$ cat src/lpc_pkg.sv
// Package for the low-power entry control register block.
`default_nettype none

package lpc_pkg;

  // ==========================================================
  // Register map (byte offsets).
  localparam logic [7:0] LPC_LP_CTRL_OFS = 8'h00;
  localparam logic [7:0] LPC_CORE_CFG_OFS = 8'h04;

  // ==========================================================
  // Field positions.
  localparam int LPC_WAKE_PEND_BIT = 4;
  localparam int LPC_DEEP_SEL_BIT = 2;
  localparam int LPC_RET_SLEEP_BIT = 1;
  localparam int LPC_PRED_IND_BIT = 18;
  localparam int LPC_ICACHE_BIT = 17;

  // ==========================================================
  // Reset values.
  localparam logic LPC_WAKE_PEND_RST = 1'b0;
  localparam logic LPC_DEEP_SEL_RST = 1'b0;
  localparam logic LPC_RET_SLEEP_RST = 1'b0;
  localparam logic LPC_ICACHE_RST = 1'b0;
  localparam logic LPC_PRED_IND_VAL = 1'b1;

  // ==========================================================
  // Core power state.
  typedef enum logic [1:0] {
    LPC_RUN,
    LPC_WAIT_EVT,
    LPC_RET_SLEEP
  } lpc_state_t;

  typedef struct packed {
    lpc_state_t st;
    logic wake_on_pend;
    logic deep_sleep_select;
    logic sleep_on_isr_return;
    logic icache_enable;
    logic event_latch;
    logic wake_pulse;
    logic [31:0] rd_data;
  } lpc_regs_t;

endpackage

`default_nettype wire

$ cat src/lpc_regs.sv
// Low-power entry control registers and wait-for-event sequencing.
//
// The implementer's own choices: the strobed register port and the register offsets.
`default_nettype none
// Contract
// - With wake_on_pend clear, only enabled interrupts or events wake a waiting core.
// - With wake_on_pend set, any newly pending interrupt also wakes the waiting core.
// - An eligible event or pending interrupt raises the event signal ending a wait.
// - An event while running outside a wait is latched; next wait completes at once and clears it.
// - Send-event instruction or external event input also wakes a waiting core.
// - deep_sleep_select picks sleep (0) or deep sleep (1) on sleep entry.
// - sleep_on_isr_return set makes return to thread mode enter low power.
// - branch_predict_indicator always reads one; writes do nothing.
// - icache_enable is read-write; one enables the instruction cache.

module lpc_regs
  import lpc_pkg::*;
#(
  parameter int N_IRQ = 32
) (
  // Clock and reset.
  input wire logic clk_sys,
  input wire logic rst_b,
  // Register port.
  input wire logic [7:0] reg_addr,
  input wire logic [31:0] reg_wdata,
  input wire logic reg_wr,
  input wire logic reg_rd,
  output logic [31:0] reg_rdata,
  // Core execution events, one-cycle pulses.
  input wire logic wait_event_instruction,
  input wire logic send_event_instruction,
  input wire logic ext_event_in,
  input wire logic exc_return_to_thread,
  // Interrupt controller view.
  input wire logic [N_IRQ-1:0] irq_pend_rise,
  input wire logic [N_IRQ-1:0] irq_enable,
  // Power controller and core outputs.
  output logic core_sleeping,
  output logic sleep_mode_deep,
  output logic core_wake,
  output logic icache_enable,
  output logic wake_on_pend,
  output logic sleep_on_isr_return
);

  // ==========================================================
  // Parameter check.
  if (N_IRQ < 1 || N_IRQ > 496) begin : g_bad_irq
    $error("N_IRQ must lie between 1 and 496");
  end

  lpc_regs_t cur_reg;
  lpc_regs_t cur_next;

  // ==========================================================
  // Interrupt eligibility per line.
  logic [N_IRQ-1:0] irq_elig;
  logic [N_IRQ-1:0] irq_en_pend;

  for (genvar i = 0; i < N_IRQ; i++) begin : g_irq
    // Disabled lines count only while wake_on_pend is set.
    assign irq_elig[i] = irq_pend_rise[i]
      & (irq_enable[i] | cur_reg.wake_on_pend);
    assign irq_en_pend[i] = irq_pend_rise[i] & irq_enable[i];
  end

  logic any_event;
  logic en_irq_event;

  assign en_irq_event = |irq_en_pend;
  // Internal event signal.
  assign any_event = (|irq_elig) | send_event_instruction
    | ext_event_in;

  logic wr_ctrl;
  logic wr_cfg;

  assign wr_ctrl = reg_wr && (reg_addr == LPC_LP_CTRL_OFS);
  assign wr_cfg = reg_wr && (reg_addr == LPC_CORE_CFG_OFS);

  // ==========================================================
  // Read data views.
  logic [31:0] ctrl_view;
  logic [31:0] cfg_view;

  always_comb begin
    // Unlisted bits stay zero.
    ctrl_view = 32'h0000_0000;
    ctrl_view[LPC_WAKE_PEND_BIT] = cur_reg.wake_on_pend;
    ctrl_view[LPC_DEEP_SEL_BIT] = cur_reg.deep_sleep_select;
    ctrl_view[LPC_RET_SLEEP_BIT] = cur_reg.sleep_on_isr_return;
    cfg_view = 32'h0000_0000;
    cfg_view[LPC_PRED_IND_BIT] = LPC_PRED_IND_VAL;
    cfg_view[LPC_ICACHE_BIT] = cur_reg.icache_enable;
  end

  // ==========================================================
  // Next state.
  always_comb begin
    cur_next = cur_reg;
    cur_next.wake_pulse = 1'b0;
    cur_next.rd_data = 32'h0000_0000;
    if (reg_rd) begin
      case (reg_addr)
        LPC_LP_CTRL_OFS: cur_next.rd_data = ctrl_view;
        LPC_CORE_CFG_OFS: cur_next.rd_data = cfg_view;
        default: cur_next.rd_data = 32'h0000_0000;
      endcase
    end
    if (wr_ctrl) begin
      cur_next.wake_on_pend = reg_wdata[LPC_WAKE_PEND_BIT];
      cur_next.deep_sleep_select = reg_wdata[LPC_DEEP_SEL_BIT];
      cur_next.sleep_on_isr_return = reg_wdata[LPC_RET_SLEEP_BIT];
    end
    if (wr_cfg) begin
      // The indicator bit is a constant, so only the cache enable takes data.
      cur_next.icache_enable = reg_wdata[LPC_ICACHE_BIT];
    end
    case (cur_reg.st)
      LPC_RUN: begin
        if (wait_event_instruction) begin
          if (cur_reg.event_latch || any_event) begin
            // A pending event lets the wait complete at once and is consumed.
            cur_next.event_latch = 1'b0;
            cur_next.wake_pulse = 1'b1;
          end else begin
            cur_next.st = LPC_WAIT_EVT;
          end
        end else begin
          // A handler return beside a wait instruction is dropped: the wait wins.
          if (any_event) begin
            cur_next.event_latch = 1'b1;
          end
          if (exc_return_to_thread && cur_reg.sleep_on_isr_return) begin
            cur_next.st = LPC_RET_SLEEP;
          end
        end
      end
      LPC_WAIT_EVT: begin
        if (any_event) begin
          cur_next.st = LPC_RUN;
          cur_next.wake_pulse = 1'b1;
        end
      end
      LPC_RET_SLEEP: begin
        // Sleep taken on handler return ends on an enabled interrupt
        // or an event; a disabled line cannot reach a handler.
        if (en_irq_event || send_event_instruction || ext_event_in) begin
          cur_next.st = LPC_RUN;
          cur_next.wake_pulse = 1'b1;
        end
      end
      default: begin
        cur_next.st = LPC_RUN;
      end
    endcase
  end

  // ==========================================================
  // State register.
  always_ff @(posedge clk_sys) begin
    if (!rst_b) begin
      cur_reg.st <= LPC_RUN;
      cur_reg.wake_on_pend <= LPC_WAKE_PEND_RST;
      cur_reg.deep_sleep_select <= LPC_DEEP_SEL_RST;
      cur_reg.sleep_on_isr_return <= LPC_RET_SLEEP_RST;
      cur_reg.icache_enable <= LPC_ICACHE_RST;
      cur_reg.event_latch <= 1'b0;
      cur_reg.wake_pulse <= 1'b0;
      cur_reg.rd_data <= 32'h0000_0000;
    end else begin
      cur_reg <= cur_next;
    end
  end

  // ==========================================================
  // Outputs.
  assign reg_rdata = cur_reg.rd_data;
  assign core_sleeping = (cur_reg.st != LPC_RUN);
  // The mode travels with the sleep request so the power controller
  // never sees a deep request while the core runs.
  assign sleep_mode_deep = core_sleeping
    & cur_reg.deep_sleep_select;
  assign core_wake = cur_reg.wake_pulse;
  assign icache_enable = cur_reg.icache_enable;
  assign wake_on_pend = cur_reg.wake_on_pend;
  assign sleep_on_isr_return = cur_reg.sleep_on_isr_return;
endmodule

`default_nettype wire

$ cat config.mk
export PLATFORM = sky130hd
export DESIGN_NAME = lpc_regs
export DESIGN_NICKNAME = d
export VERILOG_FILES = /design/src/lpc_pkg.sv /design/src/lpc_regs.sv
export SDC_FILE = /design/constraint.sdc
export NUM_CORES = 1
export LEC_CHECK = 0
export ABC_AREA = 1
export BUFFER_PORTS_ARGS = -buffer_cell sky130_fd_sc_hd__buf_2
export CAP_MARGIN = 20
export CORE_MARGIN = 3
export CORE_UTILIZATION = 30
export CTS_CLUSTER_DIAMETER = 30
export CTS_CLUSTER_SIZE = 16
export DETAILED_ROUTE_END_ITERATION = 16
export MAX_ROUTING_LAYER = met4
export PLACE_DENSITY = 0.72
export SYNTH_ARGS = -nofsm -noshare
export SYNTH_HDL_FRONTEND = slang
export SYNTH_SLANG_ARGS = --single-unit
$ cat constraint.sdc
create_clock -name clk_sys -period 3.5 [get_ports clk_sys]
set_clock_uncertainty 0.2 [all_clocks]
set_input_delay 1.05 -clock clk_sys [delete_from_list [all_inputs] [get_ports clk_sys]]
set_output_delay 1.05 -clock clk_sys [all_outputs]
set_load 0.02 [all_outputs]
Word level (Yosys, flattened, before mapping)
Cells that the tools add are included.
{ "word_totals": {"reg_bits": 40, "in_bits": 112, "output_inout_bits": 38, "elab_cells": 144} }
{ "classes": {"eq_ne": 8, "n_mux": 14, "bitwise_logic": 99, "n_reduce_logical": 15} }
{ "ops": {"columns": ["op", "n"], "rows": [
  ["$and A1 B1 Y1", 65],
  ["$reduce_or A32 Y1", 2],
  ["$pmux W19 S2", 1],
  ["$or A1 B1 Y1", 34],
  ["$mux W2", 6],
  ["$eq A8 B3 Y1 const B", 1],
  ["$logic_not A8 Y1", 1],
  ["$ne A3 B3 Y1 const B", 2],
  ["$pmux W2 S3", 1],
  ["$mux W1", 5],
  ["$ne A2 B2 Y1 const B", 2],
  ["$reduce_and A4 Y1", 1],
  ["$reduce_bool A2 Y1", 2],
  ["$logic_and A1 B1 Y1", 3],
  ["$logic_or A1 B1 Y1", 3],
  ["$pmux W1 S3", 1],
  ["$reduce_and A3 Y1", 1],
  ["$eq A2 B1 Y1 const B", 1],
  ["$eq A2 B2 Y1 const B", 1],
  ["$logic_not A2 Y1", 1],
  ["$ne A2 B1 Y1 const B", 1],
  ["$reduce_and A2 Y1", 1]
]} }

Longest topological paths before layout
Gate-level depths: netlist of run 1.
{ "logic_depth": {"depth_word": 9, "mapped_depth": 11, "ltp_nobuf": 11} }

Least setup slack after synthesis of run 1
OpenSTA, ideal clock, no wires.
{ "synth_path": {"path_kind": "input-to-reg", "from": "input irq_enable[12]", "to": "register cur_reg[38] (netlist bit)", "setup_time_ps": 66, "t_arrival_ps": 1873, "slack_ps": 1361, "cell_stages": 11, "n_path_buf": 0, "path_cell_list": "nand2_1 -> nand2_1 -> nor2_1 -> nand2_1 -> nor2_2 -> nand2_1 -> nor2_4 -> nand3_2 -> nand2_2 -> nand3_1 -> a21oi_2"} }
{ "synth_via": {"elab_chain_len": 8, "elab_cells_between_ends": 14, "classes_between": "3 x eq/ne; 5 x bitwise; 6 x reduce/logical"} }
{ "synth_rtl": {"columns": ["element", "line", "text"], "rows": [
  ["from (decl)", "lpc_regs.sv:37", "input wire logic [N_IRQ-1:0] irq_enable,"],
  ["$or A1 B1 Y1", "lpc_regs.sv:64", "& (irq_enable[i] | cur_reg.wake_on_pend);"],
  ["$and A1 B1 Y1", "lpc_regs.sv:64", null],
  ["$reduce_or A32 Y1", "lpc_regs.sv:73", "assign any_event = (|irq_elig) | send_event_instruction"],
  ["$or A1 B1 Y1", "lpc_regs.sv:73", null],
  ["$or A1 B1 Y1", "lpc_regs.sv:74", "| ext_event_in;"],
  ["$logic_or A1 B1 Y1", "lpc_regs.sv:123", "if (cur_reg.event_latch || any_event) begin"],
  ["$ne A3 B3 Y1 (no line)", null, null],
  ["$reduce_and A4 Y1 (no line) *", null, null],
  ["to (signal assigned)", "lpc_regs.sv:173", "cur_reg <= cur_next;"],
  ["to (decl)", "lpc_regs.sv:53", "lpc_regs_t cur_reg;"]
]} }
Mark *: on every way between the ends. The rest lies on a longest branch, timed or not.
A chain may end at the register's enable or synchronous reset.

Worst setup path after layout of run 1
{ "layout_path": {"from": "register cur_reg[39] (netlist bit)", "to": "output core_sleeping"} }
{ "layout_via": {"elab_chain_len": 1} }
{ "layout_rtl": {"columns": ["element", "line", "text"], "rows": [
  ["$reduce_bool A2 Y1", "lpc_regs.sv:180", "assign core_sleeping = (cur_reg.st != LPC_RUN);"],
  ["to (decl)", "lpc_regs.sv:39", "output logic core_sleeping,"]
]} }
Every way passes these cells.

==> qor.txt, run 1 <==
Row cnt: 22
Largest net degree at the start of global routing: 9
Placed cells: 342
Max reg flops: 5
Clk sink count: 13
Routed Antenna Nets: 0
Clk buf depth: 2
Min Tclk post-route: 2.24 ns
Yosys warning count: 0
Number of buffers created by CTS: 3
Share of the synthesized area in the top cell type: 21.5%
Top-count cell post-synth: nand2_1
Routed WL: 3320 um
Max frequency: 447 MHz
Max Slew Vio Count: 0
Nets: 411
Netlist Area Pre-Place: 1210 um^2
First-pass GRT wire length: 5290 um
Clock latency on the worst-skew pair: 0.24 ns
Post-route clock period utilization: 63.9%
IO Count: 150
Synth async-reset ratio: 0%
CP max stage cell: dfxtp_1
CP peak stage delay: 0.34 ns
Critical path launch point: cur_reg[39]
Total negative slack: 0 ns
WS Path Type: flop to primary output
Number of distinct library cells after synthesis: 22
Die area: 4830 um^2
Die W: 69.5 um
DRC Markers: 0
CP required: 2.25 ns
RD Place Congestion: 0.874
CTS tree: yes
Type of origin of the critical path: flop
Post-detail-place hpwl: 2990 um
GRT overflow: 0
Post-cts resize count: 0
WL per Instance: 9.60 um
Worst vdd ir: 114 uV
Final Non-Filler Cells: 346
First drt pass iteration count: 4
Syn_area_per_cell: 5.87 um^2
HP Start: ctrl_view[2]
Worst-path maximum fanout: 4
Synth top cells by count: nand2_1, nor2_1, buf_4, inv_1, dfxtp_1
Min-delay worst type: flop to flop
Htree depth: 1
Initial DRC count: 45
Seq/Total Area, Yosys: 21.5%
Number of synthesized flops with an enable pin: 0
IO Port Bufs: 94
Initial Utilization: 32.1%
LEAKAGE: 0.941 nW
CTS Root Cell: clkbuf_8
Via count: 1,433
Synth top area cells: dfxtp_1, buf_4, nand2_1
Hold-fix buffers, CTS: 0
Critical path arrival: 0.99 ns
Critical path cell sequence: nor2_2, inv_1, buf_2
Synth Flop Type: dfxtp_1
Die Y: 69.5 um
GRT Overall Usage: 13.3%
Core area: 3770 um^2
Status: complete, no violations
Initial antenna violation count: 0
#FFs+latches synth: 13
Mapped Cells: 206
Max cap viols: 0
Reg2reg start: wake_on_pend
Via-to-Cell Ratio: 4.14
Final Setup Violations: 0
RSZ-0062 raised after global routing: no
Kind of end point of the critical path: primary output
Post-CTS Setup Repair Bufs: 0
Vias in the first global route: 1,276
Final-report hold violation count: 0
Antenna diodes: 0
Layout area overhead: 35.9%
Share of layout cells above drive strength 1: 36.2%
Worst-path clk slew: 0.06 ns
Post-synth top area cell: dfxtp_1
Pwr/cell area: 261 nW/um^2
stage by stage:
stage | hold slack, ns | setup slack (ns) | util, % | power, W | cell area [um^2]
floorplan | 0.246 | 1.36 | - | 0.000262 | 1310
global placement | 0.276 | 1.08 | 42.4 | 0.000300 | 1600
detailed placement | 0.277 | 1.07 | 42.4 | 0.000301 | 1600
CTS | 0.286 | 1.25 | 43.6 | 0.000433 | 1640
global route | 0.316 | 1.10 | 43.6 | 0.000459 | 1640
finish | 0.282 | 1.26 | 43.6 | 0.000430 | 1640
per-layer routing:
layer  wire, um  vias to the layer above  share of wire [%]  GRT usage [%]
met4          0                        0                  0           1.30
met1       1350                      605                 41           15.6
met5          0                        -                  0              -
met2       1740                       55                 52           24.4
met3        231                        0                7.0           2.46
li1           -                      773                  -              -
layout make-up:
| class | instances | area [um^2] |
|---|---|---|
| Fill cell | 410 | 2130 |
| Sequential cell | 13 | 260 |
| Timing Repair Buffer | 94 | 470 |
| Clock buffer | 3 | 41.3 |
| Tap cell | 48 | 60.1 |
| Multi-Input combinational cell | 168 | 736 |
| Clock inverter | 1 | 5.00 |
| Inverter | 19 | 71.3 |
worst max-delay path: cells and delay by family (launching register included):
family / cells / cell delay [ns]
buffers and inverters: 2 / 0.24
and+or+nand+nor: 1 / 0.16
DFF: 1 / 0.34
power breakdown:
| group | internal (W) | switching [W] |
|---|---|---|
| Combinational | 0.0000575 | 0.0000850 |
| Clock | 0.0000785 | 0.0000529 |
| Sequential | 0.000153 | 0.00000277 |
| Total | 0.000289 | 0.000141 |
kinds of logic (layout without fill, tap and decap cells):
group,after synthesis,in the layout,synth area share [%]
simple gates,124,124,44.5
flops,13,13,21.5
compound gates,17,17,7.96
buf+inv,51,117,25.7
other cells,1,27,0.310
cell usage in the layout (no fill, tap or decap), drive strengths merged:
master   Yosys  final
a211oi       1      1
a21oi        7      7
a31oi        1      1
buf         32     94
clkbuf       0      3
clkinv       0      1
conb         1     27
dfxtp       13     13
inv         19     19
nand2       62     62
nand3       10     10
nand4        6      6
nor2        40     40
nor3         5      5
nor3b        1      1
o2111ai      1      1
o21ai        7      7
worst paths after layout:
path	end	slack [ns]	cells past startpoint
worst min register to register	ctrl_view[2]	0.28	2
worst max register to register	cur_reg[38]	1.94	9
worst min-delay path	ctrl_view[2]	0.28	2
worst max-delay path	core_sleeping	1.26	3
(Power assumes the default switching activity.)
==> run 2: changes to the inputs <==
Settings changed: ABC_AREA 1 to 0, PLACE_DENSITY 0.72 to 0.78.
Clock period 3.5 ns to 2.07 ns, I/O delays scaled along.
==> qor.txt, run 2 <==
Status: complete, no violations (unchanged)
HP Start: ctrl_view[2] (unchanged)
Max Slew Vio Count: 0 (unchanged)
Worst-path maximum fanout: 3 (was 4)
Worst vdd ir: 116 uV (was 114 uV)
First-pass GRT wire length: 4830 um (was 5290 um)
Post-detail-place hpwl: 3000 um (was 2990 um)
Critical R2R Capture: core_wake (was cur_reg[38])
Die Y: 64.6 um (was 69.5 um)
Placed cells: 270 (was 342)
Simple-gate share of the synthesized area: 27.2% (was 44.5%)
CP peak stage delay: 0.52 ns (was 0.34 ns)
First drt pass iteration count: 4 (unchanged)
Reg2reg start: cur_reg[39] (was wake_on_pend)
Worst R2R Setup Slack: 0.70 ns (was 1.94 ns)
Routed Antenna Nets: 0 (unchanged)
Final Non-Filler Cells: 275 (was 346)
Largest net degree at the start of global routing: 12 (was 9)
Seq/Total Area, Yosys: 25.3% (was 21.5%)
Vias in the first global route: 1,129 (was 1,276)
Most frequent cells in the layout: buf_2, conb_1, buf_4, dfxtp_1, a22oi_1 (was buf_2, nand2_1, nor2_1, conb_1, inv_1)
Post-route clock period utilization: 99.9%
GRT Overall Usage: 14.6% (was 13.3%)
Yosys warning count: 0 (unchanged)
LEAKAGE: 0.877 nW (was 0.941 nW)
Clock latency on the worst-skew pair: 0.28 ns (was 0.24 ns)
Antenna diodes: 0 (unchanged)
Via count: 1,262 (was 1,433)
CTS tree: yes (unchanged)
Hold WS: 0.282 ns (about the same)
Final Setup Violations: 0 (unchanged)
Synth top cells by count: buf_4, dfxtp_1, a22oi_1, nor4_1, nor2b_1 (was nand2_1, nor2_1, buf_4, inv_1, dfxtp_1)
Max cap viols: 0 (unchanged)
Core area: 3150 um^2 (was 3770 um^2)
RD Place Congestion: 0.889 (was 0.874)
Hold Path Sink: reg_rdata[2] (was ctrl_view[2])
Routed WL: 3320 um (about the same)
Synth top area cells: dfxtp_1, buf_4, a22oi_1 (was dfxtp_1, buf_4, nand2_1)
#FFs+latches synth: 13 (unchanged)
Post-Synth XOR/XNOR Area: 0% (unchanged)
Post-synth top area cell: dfxtp_1 (unchanged)
Synth async-reset ratio: 0% (unchanged)
Die area: 4170 um^2 (was 4830 um^2)
Initial Utilization: 32.7% (was 32.1%)
Kind of end point of the critical path: flop (was primary output)
Compound-Gate Fraction of Synth Area: 18.8% (was 7.96%)
Share of layout cells above drive strength 1: 53.7% (was 36.2%)
Overall power: 0.000635 W (was 0.000430 W)
Critical path arrival: 2.04 ns (was 0.99 ns)
Cell Area, Placed: 1560 um^2 (was 1600 um^2)
Htree depth: 1 (unchanged)
Worst-path clk slew: 0.08 ns (was 0.06 ns)
RSZ-0062 raised after global routing: yes (was no)
CP required: 2.05 ns (was 2.25 ns)
Fin area: 1610 um^2 (was 1640 um^2)
Syn_area_per_cell: 8.44 um^2 (was 5.87 um^2)
Pwr/cell area: 394 nW/um^2 (was 261 nW/um^2)
Hold Path Depth: 1 (was 2)
Netlist Area Pre-Place: 1030 um^2 (was 1210 um^2)
Worst Reg-to-Reg Cells: 4 (was 9)
Die W: 64.6 um (was 69.5 um)
Row cnt: 20 (was 22)
Hold-fix buffers, CTS: 0 (unchanged)
Clk sink count: 13 (unchanged)
Initial antenna violation count: 0 (unchanged)
Critical path cell sequence: buf_6, a22o_1, a221oi_2, nand3_1, or4_4, a221o_1 (was nor2_2, inv_1, buf_2)
Top-count cell post-synth: buf_4 (was nand2_1)
Number of distinct library cells after synthesis: 35 (was 22)
IO Port Bufs: 94 (unchanged)
WS Path Type: input pin to flop (was flop to primary output)
Min-delay worst type: flop to flop (unchanged)
Max reg flops: 5 (unchanged)
Nets: 344 (was 411)
Clk buf depth: 2 (unchanged)
Layout area overhead: 56.6% (was 35.9%)
CTS Root Cell: clkbuf_4 (was clkbuf_8)
Synth Flop Type: dfxtp_1 (unchanged)
Main combinational cell family by area after synthesis: simple AND/OR/NAND/NOR gates (unchanged)
CP max stage cell: or4_4 (was dfxtp_1)
Final Core Density: 51.2% (was 43.6%)
Commonest non-fill, non-tap cell in the layout: buf_2 (unchanged)
GRT overflow: 0 (unchanged)
IO Count: 150 (unchanged)
Post-synthesis mux area share: 3.89% (was 0%)
Type of origin of the critical path: input pin (was flop)
DRC Markers: 0 (unchanged)
Share of the synthesized area in the top cell type: 25.3% (was 21.5%)
Initial DRC count: 79 (was 45)
Number of buffers created by CTS: 3 (unchanged)
Mapped Cells: 122 (was 206)
Via-to-Cell Ratio: 4.59 (was 4.14)
Final-report hold violation count: 0 (unchanged)
Adder-cell share of the synthesized area: 0% (unchanged)
Max frequency: 483 MHz
Min Tclk post-route: 2.07 ns
WL per Instance: 12.1 um (was 9.60 um)
Number of synthesized flops with an enable pin: 0 (unchanged)
-- run 2: cells by family (layout without fill, tap and decap cells) --
logic type,Yosys count,in the layout
other,1,27
and+or+nand+nor,44,44
AOI/OAI and AO/OA,25,25
muxes,4,4
buffers and inverters,35,118
DFF,13,13
-- run 2: what timing repair did --
action	CTS	global route
hold endpoints to repair	0	0
setup buffers	1	0
endpoints found under the setup margin	3	5
pin swaps	2	1
gates resized for setup	3	2
-- run 2: layout make-up --
class	count	area, um^2
fill	311	1540
multi-input combinational	100	647
timing repair buffer	112	616
sequential	13	260
tap	44	55.1
clock buffer	3	22.5
inverter	2	7.51
clock inverter	1	5.00
-- run 2: critical path: cells and delay by family --
kind,cells,cell delay (ns)
AOI/OAI and AO/OA,3,0.71
buffers and inverters,1,0.09
and+or+nand+nor,2,0.62
-- run 2: per-stage QoR --
| step | worst slack, ns | TNS, ns |
|---|---|---|
| 2_1_floorplan | -0.117 | -0.179 |
| 3_3_place_gp | -0.273 | -1.58 |
| 3_5_place_dp | -0.340 | -1.90 |
| 4_1_cts | -0.0118 | -0.0118 |
| 5_1_grt | -0.0630 | -0.141 |
| 6_report | 0.00158 | 0 |
-- run 2: report_power, final --
part | leakage (nW) | internal (W) | total [W] | switching, W
clock network | 0.0177 | 0.0000717 | 0.000157 | 0.0000852
logic | 0.754 | 0.000107 | 0.000221 | 0.000114
registers | 0.105 | 0.000254 | 0.000257 | 0.00000230
total | 0.877 | 0.000433 | 0.000635 | 0.000202
-- run 2: routing by layer --
metal | GRT usage (%) | part of all wire, % | up-vias
met3 | 1.91 | 10 | 4
met2 | 26.5 | 53 | 86
met4 | 3.96 | 0.63 | 0
met1 | 16.7 | 36 | 550
met5 | - | 0 | -
li1 | - | - | 622
-- run 2: how the worst max path moves through the flow --
stage                      startpoint     endpoint  slack (ns)  cells past startpoint
floorplan              irq_enable[10]    core_wake       -0.12                      5
global placement       irq_enable[10]    core_wake       -0.27                      6
detailed placement     irq_enable[10]  cur_reg[39]       -0.34                      7
CTS                 irq_pend_rise[10]    core_wake       -0.01                      6
global route        irq_pend_rise[10]    core_wake       -0.06                      6
finish              irq_pend_rise[10]    core_wake       0.002                      6
==> run 3: changes to the inputs <==
Settings changed: CTS_BUF_LIST set to sky130_fd_sc_hd__clkbuf_16.
==> qor.txt, run 3 (same netlist as run 2, synthesis figures left out) <==
Failing checks: negative setup slack
Fin area: 1680 um^2 (was 1610 um^2)
Routed Antenna Nets: 0 (unchanged)
Type of origin of the critical path: input pin (unchanged)
Pwr/cell area: 504 nW/um^2 (was 394 nW/um^2)
Crit. path cell count: 7 (was 6)
Met3 Wirelength: 322 um (was 340 um)
CP peak stage delay: 0.51 ns (was 0.52 ns)
Worst vdd ir: 207 uV (was 116 uV)
Die Y: 64.6 um (unchanged)
Final worst setup slack: -0.0229 ns (was 0.00158 ns)
Worst R2R Setup Slack: 0.67 ns (was 0.70 ns)
Clk buf depth: 2 (unchanged)
Routed WL: 3360 um (was 3320 um)
Max frequency: 478 MHz (was 483 MHz)
Kind of end point of the critical path: flop (unchanged)
First drt pass iteration count: 4 (unchanged)
Most frequent cells in the layout: buf_2, conb_1, buf_4, dfxtp_1, a22oi_1 (unchanged)
Reg2reg start: cur_reg[39] (unchanged)
Via-to-Cell Ratio: 4.57 (was 4.59)
WL per Instance: 12.2 um (was 12.1 um)
GRT overflow: 0 (unchanged)
Worst-path maximum fanout: 3 (unchanged)
Initial Utilization: 32.7% (unchanged)
Hold Path Depth: 1 (unchanged)
Antenna diodes: 0 (unchanged)
GRT Overall Usage: 15.0% (was 14.6%)
Max cap viols: 0 (unchanged)
Post-detail-place hpwl: 3000 um (unchanged)
RSZ-0062 raised after global routing: yes (unchanged)
Die area: 4170 um^2 (unchanged)
Clk sink count: 13 (unchanged)
Layout area overhead: 63.1% (was 56.6%)
RD Place Congestion: 0.889 (unchanged)
Min-delay worst type: flop to flop (unchanged)
CP required: 2.03 ns (was 2.05 ns)
Number of buffers created by CTS: 3 (unchanged)
Critical path launch point: irq_enable[10] (was irq_pend_rise[10])
Cell Area, Placed: 1560 um^2 (unchanged)
CTS tree: yes (unchanged)
HP Start: ctrl_view[2] (unchanged)
Worst-path clk slew: 0.05 ns (was 0.08 ns)
Max layer used: met4 (unchanged)
Overall power: 0.000847 W (was 0.000635 W)
DRC Markers: 0 (unchanged)
CTS Root Cell: clkbuf_16 (was clkbuf_4)
Core area: 3150 um^2 (unchanged)
Critical path cell sequence: buf_6, a22o_1, a221oi_2, nand3_1, or4_4, buf_4, o31ai_2 (was buf_6, a22o_1, a221oi_2, nand3_1, or4_4, a221o_1)
Max Slew Vio Count: 0 (unchanged)
Status: finished, violations left (was complete, no violations)
Hold-fix buffers, CTS: 0 (unchanged)
CP delay by family, top: simple AND/OR/NAND/NOR gates (was compound AO/OA/AOI/OAI gates)
Post-route clock period utilization: 101% (was 99.9%)
Pre-CTS WS: -0.340 ns (unchanged)
Worst Reg-to-Reg Cells: 5 (was 4)
Share of layout cells above drive strength 1: 53.4% (was 53.7%)
Initial DRC count: 115 (was 79)
Clock latency on the worst-skew pair: 0.24 ns (was 0.28 ns)
Final Setup Violations: 3 (was 0)
Largest net degree at the start of global routing: 12 (unchanged)
Critical path arrival: 2.05 ns (was 2.04 ns)
IO Port Bufs: 94 (unchanged)
Die W: 64.6 um (unchanged)
Max reg flops: 5 (unchanged)
IO Count: 150 (unchanged)
Htree depth: 1 (unchanged)
LEAKAGE: 0.907 nW (was 0.877 nW)
Vias in the first global route: 1,142 (was 1,129)
Row cnt: 20 (unchanged)
Nets: 345 (was 344)
Commonest non-fill, non-tap cell in the layout: buf_2 (unchanged)
CP max stage cell: or4_4 (unchanged)
Via count: 1,260 (was 1,262)
Final-report hold violation count: 0 (unchanged)
First-pass GRT wire length: 4890 um (was 4830 um)
Met1 WL: 1210 um (was 1200 um)
WS Path Type: input pin to flop (unchanged)
CP Buf/Inv Count: 2 (was 1)
Initial antenna violation count: 0 (unchanged)
Met2 Routed Length: 1800 um (was 1760 um)
Min Tclk post-route: 2.09 ns (was 2.07 ns)
## run 3: changes by cell type in the layout (fill, tap and decap cells not counted), sizes merged
cell	delta
buf	+1
## run 3: worst register-to-register path, stage by stage (launching register included)
cell      delay [ns]
dfxtp_1         0.35
nor2_1          0.17
inv_1           0.11
o211ai_1        0.16
o21ai_0         0.10
a41o_1          0.20
## run 3: worst paths after layout
| check | endpoint |
|---|---|
| worst max-delay path | cur_reg[39] |
| worst min-delay path | reg_rdata[2] |
| worst max register to register | cur_reg[33] |
| worst min register to register | reg_rdata[2] |
## run 3: layout make-up
class | instances | area (um^2)
Fill cell | 301 | 1470
Multi-Input combinational cell | 100 | 644
Timing Repair Buffer | 113 | 632
Sequential cell | 13 | 260
Clock buffer | 3 | 75.1
Tap cell | 44 | 55.1
Inverter | 2 | 7.51
Clock inverter | 1 | 5.00
## run 3: power by group
group          leakage, nW  internal, W  total, W  switching, W
Combinational        0.761     0.000110  0.000224      0.000115
Sequential           0.105     0.000256  0.000258    0.00000211
Clock               0.0409     0.000257  0.000365      0.000108
Total                0.907     0.000622  0.000847      0.000225
## run 3: metrics by stage
step / cells / hold WS (ns) / TNS, ns / utilization, %
after floorplan: 148 / 0.244 / -0.179 / -
after global placement: 270 / 0.268 / -1.58 / 49.3
after detailed placement: 270 / 0.269 / -1.90 / 49.3
after CTS: 275 / 0.279 / -0.146 / 52.5
after global routing: 276 / 0.297 / -0.397 / 53.3
final: 276 / 0.274 / -0.0554 / 53.3
## run 3: routing by layer
| layer | vias up | GRT usage, % |
|---|---|---|
| li1 | 625 | - |
| met3 | 3 | 2.43 |
| met2 | 77 | 26.9 |
| met5 | - | - |
| met4 | 0 | 4.75 |
| met1 | 555 | 16.9 |
## run 3: what timing repair did
action                     in CTS  in global routing
pin swaps                       2                  1
buffers inserted                1                  1
resized for setup               2                  3
setup endpoints to repair       4                  7
